===== src/hdl/sars_consts.svh =====
`ifndef SARS_CONSTS_SVH
`define SARS_CONSTS_SVH

// ----------------------------------------------------------------------
// Clock and result format
// ----------------------------------------------------------------------
`define SARS_CLK_MHZ 125
`define SARS_RES_BITS 18
`define SARS_FIFO_DEPTH 16

// ----------------------------------------------------------------------
// Link timing in ns
// ----------------------------------------------------------------------
`define SARS_T_CONV_NS 500
`define SARS_T_CONV_MAX_NS 710
`define SARS_T_TRIG_HI_NS 10
`define SARS_T_DIN_HI_NS 10
`define SARS_T_TRIG_LO_NS 20

// Serial clock half period in system clocks (host divider)
`define SARS_SCLK_HALF_CYC 8

// Least time in ns to whole cycles, rounded up
`define SARS_CYC_MIN(ns) ((((ns) * `SARS_CLK_MHZ) + 999) / 1000)

`endif


===== src/hdl/sars_pkg.sv =====
package sars_pkg;

    // Interface style chosen by the host
    typedef enum logic [1:0] {
        SARS_3WIRE,
        SARS_4WIRE,
        SARS_DAISY
    } sars_mode_t;

    // Converter-side sequencing
    typedef enum {
        SARS_D_ACQ,
        SARS_D_CONV
    } sars_dev_state_t;

    // Host-side sequencing
    typedef enum {
        SARS_H_IDLE,
        SARS_H_TRIG,
        SARS_H_CONV,
        SARS_H_LOW,
        SARS_H_HIGH,
        SARS_H_END
    } sars_host_state_t;

endpackage


===== src/hdl/sars_link_if.sv =====
`timescale 1ns/1ps
// ----------------------------------------------------------------------
// Serial link between host and converter
// ----------------------------------------------------------------------
interface sars_link_if;
    logic conv_trigger;
    logic sclk;
    logic din;
    logic dout;
    logic dout_oe;

    modport dev (
        input conv_trigger,
        input sclk,
        input din,
        output dout,
        output dout_oe
    );

    modport host (
        output conv_trigger,
        output sclk,
        output din,
        input dout,
        input dout_oe
    );
endinterface


===== src/hdl/sars_fifo.sv =====
`timescale 1ns/1ps
// ----------------------------------------------------------------------
// Result FIFO, DEPTH a power of two
// ----------------------------------------------------------------------
module sars_fifo #(
    parameter int W = 18,
    parameter int DEPTH = 16
) (
    input wire logic sys_clk_i,
    input wire logic rst_n_i,
    input wire logic ce_i,
    input wire logic in_valid_i,
    input wire logic [W-1:0] in_data_i,
    output logic in_ready_o,
    output logic out_valid_o,
    output logic [W-1:0] out_data_o,
    input wire logic out_ready_i
);
    import sars_pkg::*;

    localparam int AW = $clog2(DEPTH);

    logic [W-1:0] mem [DEPTH];
    logic [AW:0] wr;
    logic [AW:0] rd;
    logic full;
    logic empty;
    logic [AW:0] next_wr;
    logic [AW:0] next_rd;
    logic next_full;
    logic next_empty;
    logic do_wr;
    logic do_rd;

    // Pointers carry one extra wrap bit so full and empty differ
    always_comb begin
        do_wr = in_valid_i & ~full;
        do_rd = out_ready_i & ~empty;
        next_wr = wr + {{AW{1'b0}}, do_wr};
        next_rd = rd + {{AW{1'b0}}, do_rd};
        next_empty = (next_wr == next_rd);
        next_full = (next_wr[AW] != next_rd[AW]) && (next_wr[AW-1:0] == next_rd[AW-1:0]);
    end

    // Flags are registered so both ready and valid come from flops
    always_ff @(posedge sys_clk_i or negedge rst_n_i) begin
        if (!rst_n_i) begin
            wr <= '0;
            rd <= '0;
            full <= 1'b0;
            empty <= 1'b1;
        end else if (ce_i) begin
            wr <= next_wr;
            rd <= next_rd;
            full <= next_full;
            empty <= next_empty;
        end
    end

    // Storage needs no reset; unread slots are never shown
    always_ff @(posedge sys_clk_i) begin
        if (ce_i && do_wr) begin
            mem[wr[AW-1:0]] <= in_data_i;
        end
    end

    assign in_ready_o = ~full;
    assign out_valid_o = ~empty;
    assign out_data_o = mem[rd[AW-1:0]];
endmodule


===== src/hdl/sars_host.sv =====
`timescale 1ns/1ps
`include "sars_consts.svh"
// ----------------------------------------------------------------------
// Host end: triggers conversions, clocks results into a FIFO
// ----------------------------------------------------------------------
module sars_host #(
    parameter int RES_W = `SARS_RES_BITS,
    parameter int N_DEV = 1,
    parameter int SCLK_HALF = `SARS_SCLK_HALF_CYC,
    parameter int FIFO_DEPTH = `SARS_FIFO_DEPTH
) (
    input wire logic sys_clk_i,
    input wire logic rst_n_i,
    input wire logic ce_i,
    input wire logic run_i,
    input wire logic busy_en_i,
    input wire sars_pkg::sars_mode_t mode_i,
    output logic [RES_W-1:0] res_data_o,
    output logic res_valid_o,
    input wire logic res_ready_i,
    sars_link_if.host link
);
    import sars_pkg::*;

    localparam int CW = 8;
    localparam int TRIG_HI = `SARS_CYC_MIN(`SARS_T_TRIG_HI_NS);
    localparam int CONV_WAIT = `SARS_CYC_MIN(`SARS_T_CONV_MAX_NS);
    localparam int TLO = `SARS_CYC_MIN(`SARS_T_TRIG_LO_NS);
    localparam int DHI = `SARS_CYC_MIN(`SARS_T_DIN_HI_NS);
    localparam int GAP = (TLO > DHI) ? TLO : DHI;
    localparam int BW = $clog2(RES_W + 2);
    localparam int WW = $clog2(N_DEV + 1);

    // ------------------------------------------------------------------
    // Serial output synchroniser
    // ------------------------------------------------------------------
    logic dout_s1;
    logic dout_s2;

    always_ff @(posedge sys_clk_i or negedge rst_n_i) begin
        if (!rst_n_i) begin
            dout_s1 <= 1'b0;
            dout_s2 <= 1'b0;
        end else if (ce_i) begin
            dout_s1 <= link.dout;
            dout_s2 <= dout_s1;
        end
    end

    // ------------------------------------------------------------------
    // Sequencer
    // ------------------------------------------------------------------
    sars_host_state_t st;
    sars_host_state_t next_st;
    logic [CW-1:0] cnt;
    logic [CW-1:0] next_cnt;
    logic [BW-1:0] bidx;
    logic [BW-1:0] next_bidx;
    logic [WW-1:0] widx;
    logic [WW-1:0] next_widx;
    logic [RES_W-1:0] acc;
    logic [RES_W-1:0] next_acc;
    logic trig;
    logic next_trig;
    logic sclk;
    logic next_sclk;
    logic din;
    logic next_din;
    logic push;
    logic fifo_ready;
    logic [BW-1:0] last_bit;
    logic cs_idle;

    always_comb begin
        last_bit = busy_en_i ? BW'(RES_W) : BW'(RES_W - 1);
        cs_idle = (mode_i != SARS_DAISY);
        next_st = st;
        next_cnt = cnt;
        next_bidx = bidx;
        next_widx = widx;
        next_acc = acc;
        next_trig = trig;
        next_sclk = sclk;
        next_din = din;
        push = 1'b0;
        case (st)
            SARS_H_IDLE: begin
                next_din = cs_idle;
                next_sclk = 1'b0;
                if (cnt != '0) begin
                    next_cnt = cnt - CW'(1);
                end else if (run_i && din == cs_idle) begin
                    next_st = SARS_H_TRIG;
                    next_trig = 1'b1;
                    next_cnt = CW'(TRIG_HI - 1);
                end
            end
            SARS_H_TRIG: begin
                next_cnt = cnt - CW'(1);
                if (cnt == '0) begin
                    next_st = SARS_H_CONV;
                    next_cnt = CW'(CONV_WAIT - 1);
                end
            end
            SARS_H_CONV: begin
                next_cnt = cnt - CW'(1);
                if (cnt == '0) begin
                    // Read only after the slowest conversion is over
                    next_st = SARS_H_LOW;
                    next_cnt = CW'(SCLK_HALF - 1);
                    next_bidx = '0;
                    next_widx = '0;
                    if (mode_i == SARS_4WIRE) begin
                        next_din = 1'b0;
                    end else begin
                        next_trig = 1'b0;
                    end
                end
            end
            SARS_H_LOW: begin
                if (cnt != '0) begin
                    next_cnt = cnt - CW'(1);
                end else if (bidx != last_bit || fifo_ready) begin
                    // Sample before the falling edge replaces the bit
                    next_acc = {acc[RES_W-2:0], dout_s2};
                    next_sclk = 1'b1;
                    next_st = SARS_H_HIGH;
                    next_cnt = CW'(SCLK_HALF - 1);
                    next_bidx = bidx + BW'(1);
                    if (bidx == last_bit) begin
                        // Busy bit falls off the top of the accumulator
                        push = 1'b1;
                        next_bidx = '0;
                        next_widx = widx + WW'(1);
                    end
                end
            end
            SARS_H_HIGH: begin
                next_cnt = cnt - CW'(1);
                if (cnt == '0) begin
                    next_sclk = 1'b0;
                    next_cnt = CW'(SCLK_HALF - 1);
                    next_st = (widx == WW'(N_DEV)) ? SARS_H_END : SARS_H_LOW;
                end
            end
            SARS_H_END: begin
                next_cnt = cnt - CW'(1);
                if (cnt == '0) begin
                    // 4-wire deselect; trigger low gap before the next start
                    next_din = cs_idle;
                    next_trig = 1'b0;
                    next_cnt = CW'(GAP);
                    next_st = SARS_H_IDLE;
                end
            end
            default: begin
                next_st = SARS_H_IDLE;
            end
        endcase
    end

    always_ff @(posedge sys_clk_i or negedge rst_n_i) begin
        if (!rst_n_i) begin
            st <= SARS_H_IDLE;
            cnt <= CW'(GAP);
            bidx <= '0;
            widx <= '0;
            acc <= '0;
            trig <= 1'b0;
            sclk <= 1'b0;
            din <= 1'b1;
        end else if (ce_i) begin
            st <= next_st;
            cnt <= next_cnt;
            bidx <= next_bidx;
            widx <= next_widx;
            acc <= next_acc;
            trig <= next_trig;
            sclk <= next_sclk;
            din <= next_din;
        end
    end

    // A full FIFO holds the serial clock low before a word's last rising edge, stalling the read-out
    sars_fifo #(
        .W(RES_W),
        .DEPTH(FIFO_DEPTH)
    ) u_fifo (
        .sys_clk_i(sys_clk_i),
        .rst_n_i(rst_n_i),
        .ce_i(ce_i),
        .in_valid_i(push),
        .in_data_i(next_acc),
        .in_ready_o(fifo_ready),
        .out_valid_o(res_valid_o),
        .out_data_o(res_data_o),
        .out_ready_i(res_ready_i)
    );

    always_comb begin
        link.conv_trigger = trig;
        link.sclk = sclk;
        link.din = din;
    end
endmodule


===== src/flat_wrapper.sv =====
// flat-port wrapper written by rule: the top's interface ports become plain ports
module sars_host_flat import sars_pkg::*;
#(
    parameter int RES_W = `SARS_RES_BITS,
    parameter int N_DEV = 1,
    parameter int SCLK_HALF = `SARS_SCLK_HALF_CYC,
    parameter int FIFO_DEPTH = `SARS_FIFO_DEPTH
)
  (sys_clk_i, rst_n_i, ce_i, run_i, busy_en_i, mode_i, res_data_o, res_valid_o, res_ready_i, link_conv_trigger, link_sclk, link_din, link_dout, link_dout_oe);
  sars_link_if link_i ();
  input wire logic sys_clk_i;
  input wire logic rst_n_i;
  input wire logic ce_i;
  input wire logic run_i;
  input wire logic busy_en_i;
  input wire sars_pkg::sars_mode_t mode_i;
  output logic [RES_W-1:0] res_data_o;
  output logic res_valid_o;
  input wire logic res_ready_i;
  output wire logic [$bits(link_i.conv_trigger)-1:0] link_conv_trigger;
  output wire logic [$bits(link_i.sclk)-1:0] link_sclk;
  output wire logic [$bits(link_i.din)-1:0] link_din;
  input wire logic [$bits(link_i.dout)-1:0] link_dout;
  input wire logic [$bits(link_i.dout_oe)-1:0] link_dout_oe;
  assign link_conv_trigger = link_i.conv_trigger;
  assign link_sclk = link_i.sclk;
  assign link_din = link_i.din;
  assign link_i.dout = link_dout;
  assign link_i.dout_oe = link_dout_oe;
  sars_host #(.RES_W(RES_W), .N_DEV(N_DEV), .SCLK_HALF(SCLK_HALF), .FIFO_DEPTH(FIFO_DEPTH)) u_core (.sys_clk_i(sys_clk_i), .rst_n_i(rst_n_i), .ce_i(ce_i), .run_i(run_i), .busy_en_i(busy_en_i), .mode_i(mode_i), .res_data_o(res_data_o), .res_valid_o(res_valid_o), .res_ready_i(res_ready_i), .link(link_i));
endmodule

===== config.mk =====
export PLATFORM = sky130hd
export DESIGN_NAME = sars_host_flat
export DESIGN_NICKNAME = d
export VERILOG_FILES = /design/src/hdl/sars_pkg.sv /design/src/hdl/sars_link_if.sv /design/src/hdl/sars_fifo.sv /design/src/hdl/sars_host.sv /design/src/flat_wrapper.sv
export VERILOG_INCLUDE_DIRS = /design/src /design/src/hdl
export SDC_FILE = /design/constraint.sdc
export NUM_CORES = 1
export LEC_CHECK = 0
export ABC_AREA = 1
export BUFFER_PORTS_ARGS = -buffer_cell sky130_fd_sc_hd__clkbuf_2
export CORE_MARGIN = 5
export CORE_UTILIZATION = 60
export DETAILED_ROUTE_END_ITERATION = 6
export PLACE_DENSITY = 0.84
export REMOVE_ABC_BUFFERS = 1
export SETUP_SLACK_MARGIN = 0.2
export SKIP_CTS_REPAIR_TIMING = 1
export SYNTH_ARGS = -nofsm -noshare
export SYNTH_HDL_FRONTEND = slang
export SYNTH_SLANG_ARGS = --single-unit

===== constraint.sdc =====
create_clock -name sys_clk_i -period 4.8 [get_ports sys_clk_i]
set_clock_uncertainty 0.1 [all_clocks]
set_input_delay 0 -clock sys_clk_i [delete_from_list [all_inputs] [get_ports sys_clk_i]]
set_output_delay 0 -clock sys_clk_i [all_outputs]
set_load 0.05 [all_outputs]

Word level (Yosys, flattened, before mapping)
Memory sizes are Yosys's and may differ from the RTL's.
Index checks and enable logic that the tools add are counted.

cells by class
  $add $sub $neg = 5
  equality and inequality tests = 26
  bitwise operators = 4
  mux-type cells = 50
  reductions and logical operators = 19

operator list
  kind                                                   count
  2-to-1 mux 32 bit                                      8
  case mux 32 bit (6 select lines)                       1
  equality test 32 x 2 -> 1 bit, second input constant   2
  equality test 32 x 3 -> 1 bit, second input constant   2
  2-to-1 mux 8 bit                                       7
  2-to-1 mux 18 bit                                      3
  case mux 8 bit (5 select lines)                        1
  equality test 32 x 1 -> 1 bit, second input constant   1
  zero test 32 bit                                       1
  2-to-1 mux 5 bit                                       4
  2-to-1 mux 1 bit                                       19
  inequality test 2 x 1 -> 1 bit, second input constant  8
  AND reduction 5 bit                                    3
  adder 5 x 1 -> 5 bit                                   2
  equality test 5 bit                                    2
  case mux 5 bit (2 select lines)                        1
  case mux 1 bit (3 select lines)                        3
  AND reduction 9 bit                                    1
  zero test 8 bit                                        1
  inequality test 2 bit, second input constant           4
  nonzero test 8 bit                                     1
  subtractor 8 x 1 -> 8 bit, second input constant       1
  AND reduction 7 bit                                    1
  inequality test 3 x 1 -> 1 bit, second input constant  2
  other kinds (20)                                       25

storage, ports and cells
  output and inout bits = 22
  logic and storage cells = 119
  memories kept = 1
  bits in registers = 81
  input bits = 10
  bits in writable memories = 288

memory list
  memory             words  bits a word  rd ports  clocked after Yosys merged registers in  wr ports  RTL line         source
  u_core.u_fifo.mem  16     18           1         0                                        1         sars_fifo.sv:23  logic [W-1:0] mem [DEPTH];

Longest topological paths before layout
Gate-level depths: netlist of run 1.

  word-level depth = 10
  mapped depth = 15
  depth with buffers taken out = 15

Hierarchy
A second synthesis of run 1 with hierarchy kept.

second synthesis, totals
  cell total of the unflattened synthesis = 1340
  area total of the unflattened synthesis = 14901.8 sq um

by module, submodules not included
  module     cells each  times used  sequential area each (sq um)  area each (sq um)
  sars_fifo  971         1           8949.8                        12228.0
  sars_host  369         1           1004.7                        2673.8

Least setup slack after synthesis of run 1
No wires, ideal clock.

  kind = reg2reg
  start = register u_core.cnt[0]
  end = memory u_core.u_fifo.mem[10][0], enable pin
  cell stages (with the launch flop) = 11
  data required time = 4.308 ns
  arrival = 2.124 ns
  path buffers = 0
  clock period less this slack = 2.616 ns
  setup time = 0.392 ns
  slack = 2.184 ns
  cell sequence = dfstp_2 > inv_1 > ha_1 > nand3_1 > nor2_4 > nand2_2 > nor2_2 > nand2_2 > nor2_2 > nand2_2 > nor2_1

between the ends
  word-level cells in the longest chain between the ends = 7

RTL lines
  item                                    RTL line          source
  start: declaration                      sars_host.sv:55   logic [CW-1:0] cnt;
  start signal: assignment                sars_host.sv:165  cnt <= CW'(GAP);
  start signal: assignment                sars_host.sv:174  cnt <= next_cnt;
  nonzero test 8 bit                      sars_host.sv:121  if (cnt != '0) begin
  2-to-1 mux 1 bit                        sars_host.sv:121
  2-to-1 mux 1 bit                        sars_host.sv:86   case (st)
  bitwise AND 1 bit                       sars_fifo.sv:37   do_wr = in_valid_i & ~full;
  logical AND 1 bit                       sars_fifo.sv:62   if (ce_i && do_wr) begin
  2-to-1 mux 1 bit                        sars_fifo.sv:62
  2-to-1 mux 1 bit (implied by the code)  sars_fifo.sv:63   mem[wr[AW-1:0]] <= in_data_i;
  end: declaration                        sars_fifo.sv:23

No other way between the ends.

Worst setup path in the final report of run 1
  start = register u_core.u_fifo.rd[0]
  end = output port res_data_o[5]

between the ends
  word-level cells in the longest chain between the ends = 1

RTL lines
  item                       RTL line            source
  start: declaration         sars_fifo.sv:25     logic [AW:0] rd;
  start signal: assignment   sars_fifo.sv:54     rd <= next_rd;
  memory read (16 x 18 bit)  --
  end: declaration           flat_wrapper.sv:17  output logic [RES_W-1:0] res_data_o;

No other way between the ends.

==> metrics.md, run 1 <==
| Metric | Value |
|---|---|
| Bufs and invs on worst path | 3 |
| Core Region | 0.02425 mm2 |
| Worst setup margin | 1.452 ns |
| M3 GR Usage | 4.693% |
| PwrDens | 610.6 mW/mm2 |
| Setup TNS | 0 ns |
| RePlAce Congestion | 0.8451 |
| DR pass1 iterations | 5 |
| Crit path capture type | output pin |
| Yosys cell types | 41 |
| Routed WL | 32810 um |
| CTS tree | done |
| Wirelength per Cell | 19.54 um |
| Post-DP HPWL | 17220 um |
| GRT Util Overall | 23.13% |
| Most frequent cells in the layout | edfxtp_1 (288), nor2_1 (261), o21ai_0 (185), nand2_1 (133), o211ai_1 (72) |
| Minimum clock period | 3.348 ns |
| # DRC | 0 |
| CTS H-tree lvls | 2 |
| MaxCap Viol Count | 0 |
| Fraction of layout cells with a size suffix above 1 | 13.51% |
| Warning count from the yosys run | 0 |
| Max-slew headroom | 26.87% |
| Max incr delay on CP | 0.67 ns |
| Vias post-DR | 9957 |
| CP max stage cell | inv_4 |
| Fmax | 0.2986 GHz |
| Clock Root Buffer | clkbuf_16 |
| # diodes | 0 |
| Via/cell ratio | 5.930 |
| Hold WC Path Type | in -> reg |
| CP delay by family, top | buffers and inverters |
| WHS | 0.002368 ns |
| TritonCTS Buffers | 34 |
| Grt total ovfl | 0 |
| Final period util | 69.76% |
| Initial antenna violation count | 0 |
| Syn_area_per_cell | 11.27 um2 |
| Post-synthesis sequential area ratio | 67.56% |
| I/O Pins | 32 |
| Vias in the first global route | 9541 |
| GR peak layer | met2 |
| Clk sinks | 340 |
| Post-Syn Instances | 1307 |
| Final setup violation count | 0 |
| Slew Viols, Final | 0 |
| Die W | 166.7 um |
| Layout area overhead | 10.21% |
| Arrival time worst endpoint | 3.25 ns |
| Worst skew pair latency | 0.51 ns |
| Maximum root-to-sink buffer count | 3 |
| First-pass GRT wire length | 51320 um |
| Worst-Margin Slew | 1.097 ns |
| GR Layer Usage met2 | 38.55% |
| Largest net degree at the start of global routing | 118 |
| Setup slack at placement | 1.663 ns |
| Std-Cell Rows | 57 |
| Critical-path cell list | inv_4 > buf_12 > nor2_1 > nor2_1 > o21ai_0 > o211ai_1 > o211ai_1 > nand2_1 > clkbuf_2 |
| Status | finished, final reports clean |
| Flops & latches, synth | 340 |
| Post-layout util | 66.97% |
| Clock-pin slew on the worst setup and hold paths | 0.06 ns |
| Commonest non-fill, non-tap cell in the layout | edfxtp_1 |
| Initial core utilization | 60.76% |
| M1 GR Usage | 31.78% |
| Unrepaired setup endpoints after global routing | false |
| Synth Cell Area | 0.01473 mm2 |
| DRT iter0 DRCs | 1021 |
| Vert. Die Dim | 166.7 um |
| IO Port Bufs | 30 |
| Worst path required time | 4.70 ns |
| Area of the die | 0.02779 mm2 |
| CP Class | reg -> out |
| Crit path max fanout | 84 |
| Critical Path Start Type | flip-flop |
| Leak | 6.069 nW |
| Final hold violation count | 0 |
| Peak VDD IR | 0.5633 mV |
| ANT nets after route | 0 |
| Nets | 1348 |
[metal layers]
metal | share of wire [%] | up-vias | wire (um)
met2 | 49 | 454 | 16040
met1 | 41 | 4819 | 13310
met4 | 2.0 | 0 | 668
met3 | 8.5 | 63 | 2790
met5 | 0 | - | 0
li1 | - | 4621 | -
[logic make-up (layout without fill, tap and decap cells)]
| group | Yosys count | in the layout | synth area share, % |
|---|---|---|---|
| AND/OR/NAND/NOR | 489 | 489 | 13.85 |
| flip-flops | 340 | 340 | 67.56 |
| AO/OA/AOI/OAI | 308 | 308 | 12.78 |
| buffers and inverters | 149 | 197 | 4.382 |
| XOR/XNOR | 14 | 14 | 0.8322 |
| adder cells (fa/ha/maj) | 7 | 7 | 0.5944 |
[area by class of cell]
type                            instances  area [um2]
Sequential cell                       340        9963
Fill cell                            1655        8010
Multi-Input combinational cell        818        4174
Clock buffer                           43       915.9
Tap cell                              324       405.4
Timing Repair Buffer                   59       395.4
Inverter                               78       301.5
Clock inverter                         17       82.58
[report_power, final]
| part | internal [W] | total (W) | switching, W |
|---|---|---|---|
| Clock | 0.00135 | 0.00240 | 0.00105 |
| Sequential | 0.00366 | 0.00391 | 0.000258 |
| Combinational | 0.000950 | 0.00360 | 0.00265 |
| Total | 0.00596 | 0.00991 | 0.00396 |
[synthesized netlist by cell type]
| cell type | n | area share, % |
|---|---|---|
| xnor2_1 | 5 | 0.30 |
| inv_4 | 1 | 0.042 |
| buf_4 | 8 | 0.41 |
| nand4_1 | 9 | 0.38 |
| nand4_2 | 1 | 0.085 |
| buf_6 | 4 | 0.31 |
| nand2_2 | 10 | 0.42 |
| o21ai_0 | 185 | 6.3 |
| o21bai_1 | 6 | 0.31 |
| nor3_1 | 3 | 0.10 |
| nor2_8 | 1 | 0.14 |
| nor2_1 | 277 | 7.1 |
| clkinv_2 | 1 | 0.034 |
| clkbuf_1 | 36 | 0.92 |
| nand3b_1 | 1 | 0.051 |
| nand2_4 | 2 | 0.15 |
| o21bai_2 | 12 | 0.92 |
| buf_1 | 9 | 0.23 |
| nor3b_1 | 1 | 0.051 |
| nor4_1 | 1 | 0.042 |
| o211ai_1 | 72 | 3.7 |
| inv_6 | 1 | 0.059 |
| o221ai_1 | 1 | 0.059 |
| nand2_1 | 133 | 3.4 |
| a21oi_1 | 6 | 0.20 |
| xor2_1 | 9 | 0.54 |
| or2_2 | 1 | 0.042 |
| nor3_4 | 1 | 0.11 |
| o21ai_2 | 18 | 1.1 |
| edfxtp_1 | 288 | 59 |
| dfrtp_1 | 48 | 8.2 |
| buf_2 | 14 | 0.48 |
| nand3_2 | 1 | 0.068 |
| nor2_4 | 3 | 0.23 |
| inv_1 | 71 | 1.8 |
| inv_2 | 4 | 0.10 |
| ha_1 | 7 | 0.59 |
| o21ai_1 | 8 | 0.27 |
| nand3_1 | 40 | 1.4 |
| dfstp_2 | 4 | 0.71 |
| nor2_2 | 4 | 0.17 |
[flip-flops by register name, indices dropped and copies added (netlist names), 3 cells and up]
name               count
u_core.acc            18
u_core.bidx            5
u_core.cnt             8
u_core.st              3
u_core.u_fifo.mem    288
u_core.u_fifo.rd       5
u_core.u_fifo.wr       5
[worst paths after layout]
check	start	endpoint	depth (start not counted)	slack, ns
setup / recovery	u_core.u_fifo.rd[0]	res_data_o[5]	9	1.45
hold / removal	busy_en_i	u_core.bidx[3]	5	0.002
setup reg to reg	u_core.cnt[0]	u_core.u_fifo.mem[4][8]	11	1.60
hold reg to reg	u_core.dout_s1	u_core.dout_s1	2	0.37
max in group asynchronous	rst_n_i	u_core.u_fifo.rd[1]	3	4.00
min in group asynchronous	rst_n_i	u_core.cnt[3]	3	0.07
[worst reg2reg max path, cell delays in order, from the launching register on]
cell	delay [ns]
dfstp_2	0.37
inv_1	0.09
ha_1	0.19
nand3_1	0.13
nor2_4	0.35
nand2_2	0.10
nor2_2	0.16
nand2_2	0.08
nor2_2	0.18
nand2_2	0.13
nor2_2	0.65
buf_4	0.37
[through the flow]
stage / area [um2] / total power [W] / cells
2_1_floorplan: 14390 / 0.006535 / 1236
3_3_place_gp: 15180 / 0.007384 / 1613
3_5_place_dp: 15180 / 0.007495 / 1613
4_1_cts: 16180 / 0.009892 / 1673
5_1_grt: 16240 / 0.01047 / 1679
6_report: 16240 / 0.009914 / 1679
(Power assumes the default switching activity.)
==> run 2, diff against run 1 <==
==> constraint.sdc (replaced) <==
create_clock -name sys_clk_i -period 3.5 [get_ports sys_clk_i]
set_clock_uncertainty 0.1 [all_clocks]
set_input_delay 0 -clock sys_clk_i [delete_from_list [all_inputs] [get_ports sys_clk_i]]
set_output_delay 0 -clock sys_clk_i [all_outputs]
set_load 0.05 [all_outputs]
==> run 2 against run 1 <==
Non-clock buffer count is 7 higher; critical path type unchanged; sequential share of layout area is 0.83 points lower; the flow now finishes with violations (negative hold slack); die area did not move; clock power rose by 54%; largest cell class unchanged; register-to-register slack got worse by 1.0 ns; global-route usage shrank 0.44 points.
==> metrics.md, run 2 (synthesized netlist as in run 1, its figures left out) <==
| Metric | Value |
|---|---|
| Unrepaired setup endpoints after global routing | false (unchanged) |
| Routed WL | 31820 um (was 32810 um) |
| Die W | 166.7 um (unchanged) |
| CP max stage cell | dfrtp_4 (was inv_4) |
| Bufs and invs on worst path | 2 (was 3) |
| Std-Cell Rows | 57 (unchanged) |
| Maximum root-to-sink buffer count | 3 (unchanged) |
| Clock-pin slew on the worst setup and hold paths | 0.06 ns (about the same) |
| ANT nets after route | 0 (unchanged) |
| RePlAce Congestion | 0.8664 (was 0.8451) |
| Arrival time worst endpoint | 2.89 ns (was 3.25 ns) |
| Commonest non-fill, non-tap cell in the layout | edfxtp_1 (unchanged) |
| MaxCap Viol Count | 0 (unchanged) |
| # diodes | 0 (unchanged) |
| First-pass GRT wire length | 51200 um (was 51320 um) |
| Max incr delay on CP | 0.99 ns (was 0.67 ns) |
| Final setup violation count | 0 (unchanged) |
| DRT iter0 DRCs | 1229 (was 1021) |
| IO Port Bufs | 30 (unchanged) |
| CP delay by family, top | flip-flops (was buffers and inverters) |
| Hold WC Path Type | in -> reg (unchanged) |
| Max FFs per register | 288 (unchanged) |
| Leak | 6.168 nW (was 6.069 nW) |
| Final period util | 85.43% |
| Critical-path cell list | buf_4 > nor2_1 > o21ai_0 > o21ai_0 > o211ai_1 > nand2_1 > clkbuf_2 (was inv_4 > buf_12 > nor2_1 > nor2_1 > o21ai_0 > o211ai_1 > o211ai_1 > nand2_1 > clkbuf_2) |
| Worst skew pair latency | 0.51 ns (about the same) |
| Core Region | 0.02425 mm2 (unchanged) |
| I/O Pins | 32 (unchanged) |
| Initial core utilization | 60.76% (unchanged) |
| DR pass1 iterations | 6 (was 5) |
| WHS | -0.02540 ns (was 0.002368 ns) |
| Crit path max fanout | 81 (was 84) |
| Minimum clock period | 2.990 ns |
| Fmax | 0.3345 GHz |
| PwrDens | 862.6 mW/mm2 (was 610.6 mW/mm2) |
| Critical Path Start Type | flip-flop (unchanged) |
| Layout area overhead | 11.73% (was 10.21%) |
| Max-slew headroom | 36.93% (was 26.87%) |
| GRT Util Overall | 22.69% (was 23.13%) |
| Worst reg2reg startpoint | u_core.cnt[0] (unchanged) |
| Crit-path most repeated cell | o21ai_0 |
| R2R cell count | 11 (unchanged) |
| Critical path depth | 7 (was 9) |
| Worst-Margin Slew | 0.9429 ns (was 1.097 ns) |
| Peak VDD IR | 0.5996 mV (was 0.5633 mV) |
| R2r setup slk | 0.60 ns (was 1.60 ns) |
| Clock Root Buffer | clkbuf_16 (unchanged) |
| Setup crit end | res_data_o[12] (was res_data_o[5]) |
| Final hold violation count | 4 (was 0) |
| Wirelength per Cell | 18.85 um (was 19.54 um) |
| Non-filler instance count after layout | 1688 (was 1679) |
| Vias post-DR | 9990 (was 9957) |
| Clk sinks | 340 (unchanged) |
| Vias in the first global route | 9861 (was 9541) |
| Most frequent cells in the layout | edfxtp_1 (288), nor2_1 (261), o21ai_0 (185), nand2_1 (133), o211ai_1 (72) (unchanged) |
| Worst path required time | 3.40 ns (was 4.70 ns) |
| Via/cell ratio | 5.918 (was 5.930) |
| CTS tree | done (unchanged) |
| CTS H-tree lvls | 2 (unchanged) |
| # DRC | 0 (unchanged) |
| Worst R2R End | u_core.u_fifo.mem[10][13] (was u_core.u_fifo.mem[4][8]) |
| Post-DP HPWL | 18320 um (was 17220 um) |
| Area of the die | 0.02779 mm2 (unchanged) |
| CP Class | reg -> out (unchanged) |
| Vert. Die Dim | 166.7 um (unchanged) |
| Nets | 1355 (was 1348) |
| Fraction of layout cells with a size suffix above 1 | 14.15% (was 13.51%) |
| TritonCTS Buffers | 34 (unchanged) |
| Crit path capture type | output pin (unchanged) |
| Status | complete, but fails checks (was finished, final reports clean) |
| Initial antenna violation count | 0 (unchanged) |
| Failing checks | negative hold slack |
| Grt total ovfl | 0 (unchanged) |
| Largest net degree at the start of global routing | 146 (was 118) |
| Placed instance count | 1618 (was 1613) |
| Crit path from | u_core.u_fifo.rd[1] (was u_core.u_fifo.rd[0]) |
| Slew Viols, Final | 0 (unchanged) |
| Overall Power | 0.01420 W (was 0.009914 W) |
==> run 2: cell type report <==
cell class,count,area (um2)
flip-flops and latches,340,9963
fillers,1632,7786
multi-input cells,818,4174
clock buffers,42,912.1
repair buffers,66,478.0
well taps,324,405.4
inverters,78,301.5
clock inverters,20,227.7
==> run 2: per-stage QoR <==
step | TNS, ns | cell area, um2 | util [%] | hold slack, ns | setup slack, ns
after global placement | 0 | 15240 | 62.86 | -0.06461 | 0.7687
after floorplan | -8.662 | 14390 | - | -0.3956 | -0.4981
after global routing | 0 | 16460 | 67.89 | 0.007404 | 0.3411
final | 0 | 16460 | 67.89 | -0.02540 | 0.5100
after CTS | 0 | 16380 | 67.56 | -0.5939 | 0.5594
after detailed placement | 0 | 15240 | 62.86 | -0.05677 | 0.6671
==> run 2: worst min-delay path, cell delays in order <==
cell and delay (ns):
clkbuf_2 0.09, nand2_1 0.08, nand3_2 0.11, o221ai_1 0.10
o21ai_0 0.15
==> run 2: metal layers <==
layer,share of wire [%],GRT usage (%),vias to the layer above
met3,7.7,3.389,59
met1,41,31.59,4820
met2,49,37.77,475
li1,-,-,4636
met4,2.1,6.652,0
met5,0,0,-
==> run 2: how the worst min path moves through the flow <==
stage | start | endpoint | slack (ns) | cells after the start
2_1_floorplan | rst_n_i | u_core.acc[0] | -0.40 | 0
3_3_place_gp | rst_n_i | u_core.cnt[7] | -0.06 | 1
3_5_place_dp | rst_n_i | u_core.cnt[7] | -0.06 | 1
4_1_cts | rst_n_i | u_core.cnt[2] | -0.59 | 1
5_1_grt | res_ready_i | u_core.u_fifo.rd[0] | 0.007 | 6
6_report | busy_en_i | u_core.bidx[3] | -0.03 | 5
==> run 2: power by group <==
group	total [W]	internal (W)	switching, W	leakage [nW]
registers	0.00533	0.00501	0.000318	3.32
clock network	0.00369	0.00217	0.00152	0.548
logic	0.00518	0.00136	0.00383	2.30
total	0.0142	0.00854	0.00566	6.17
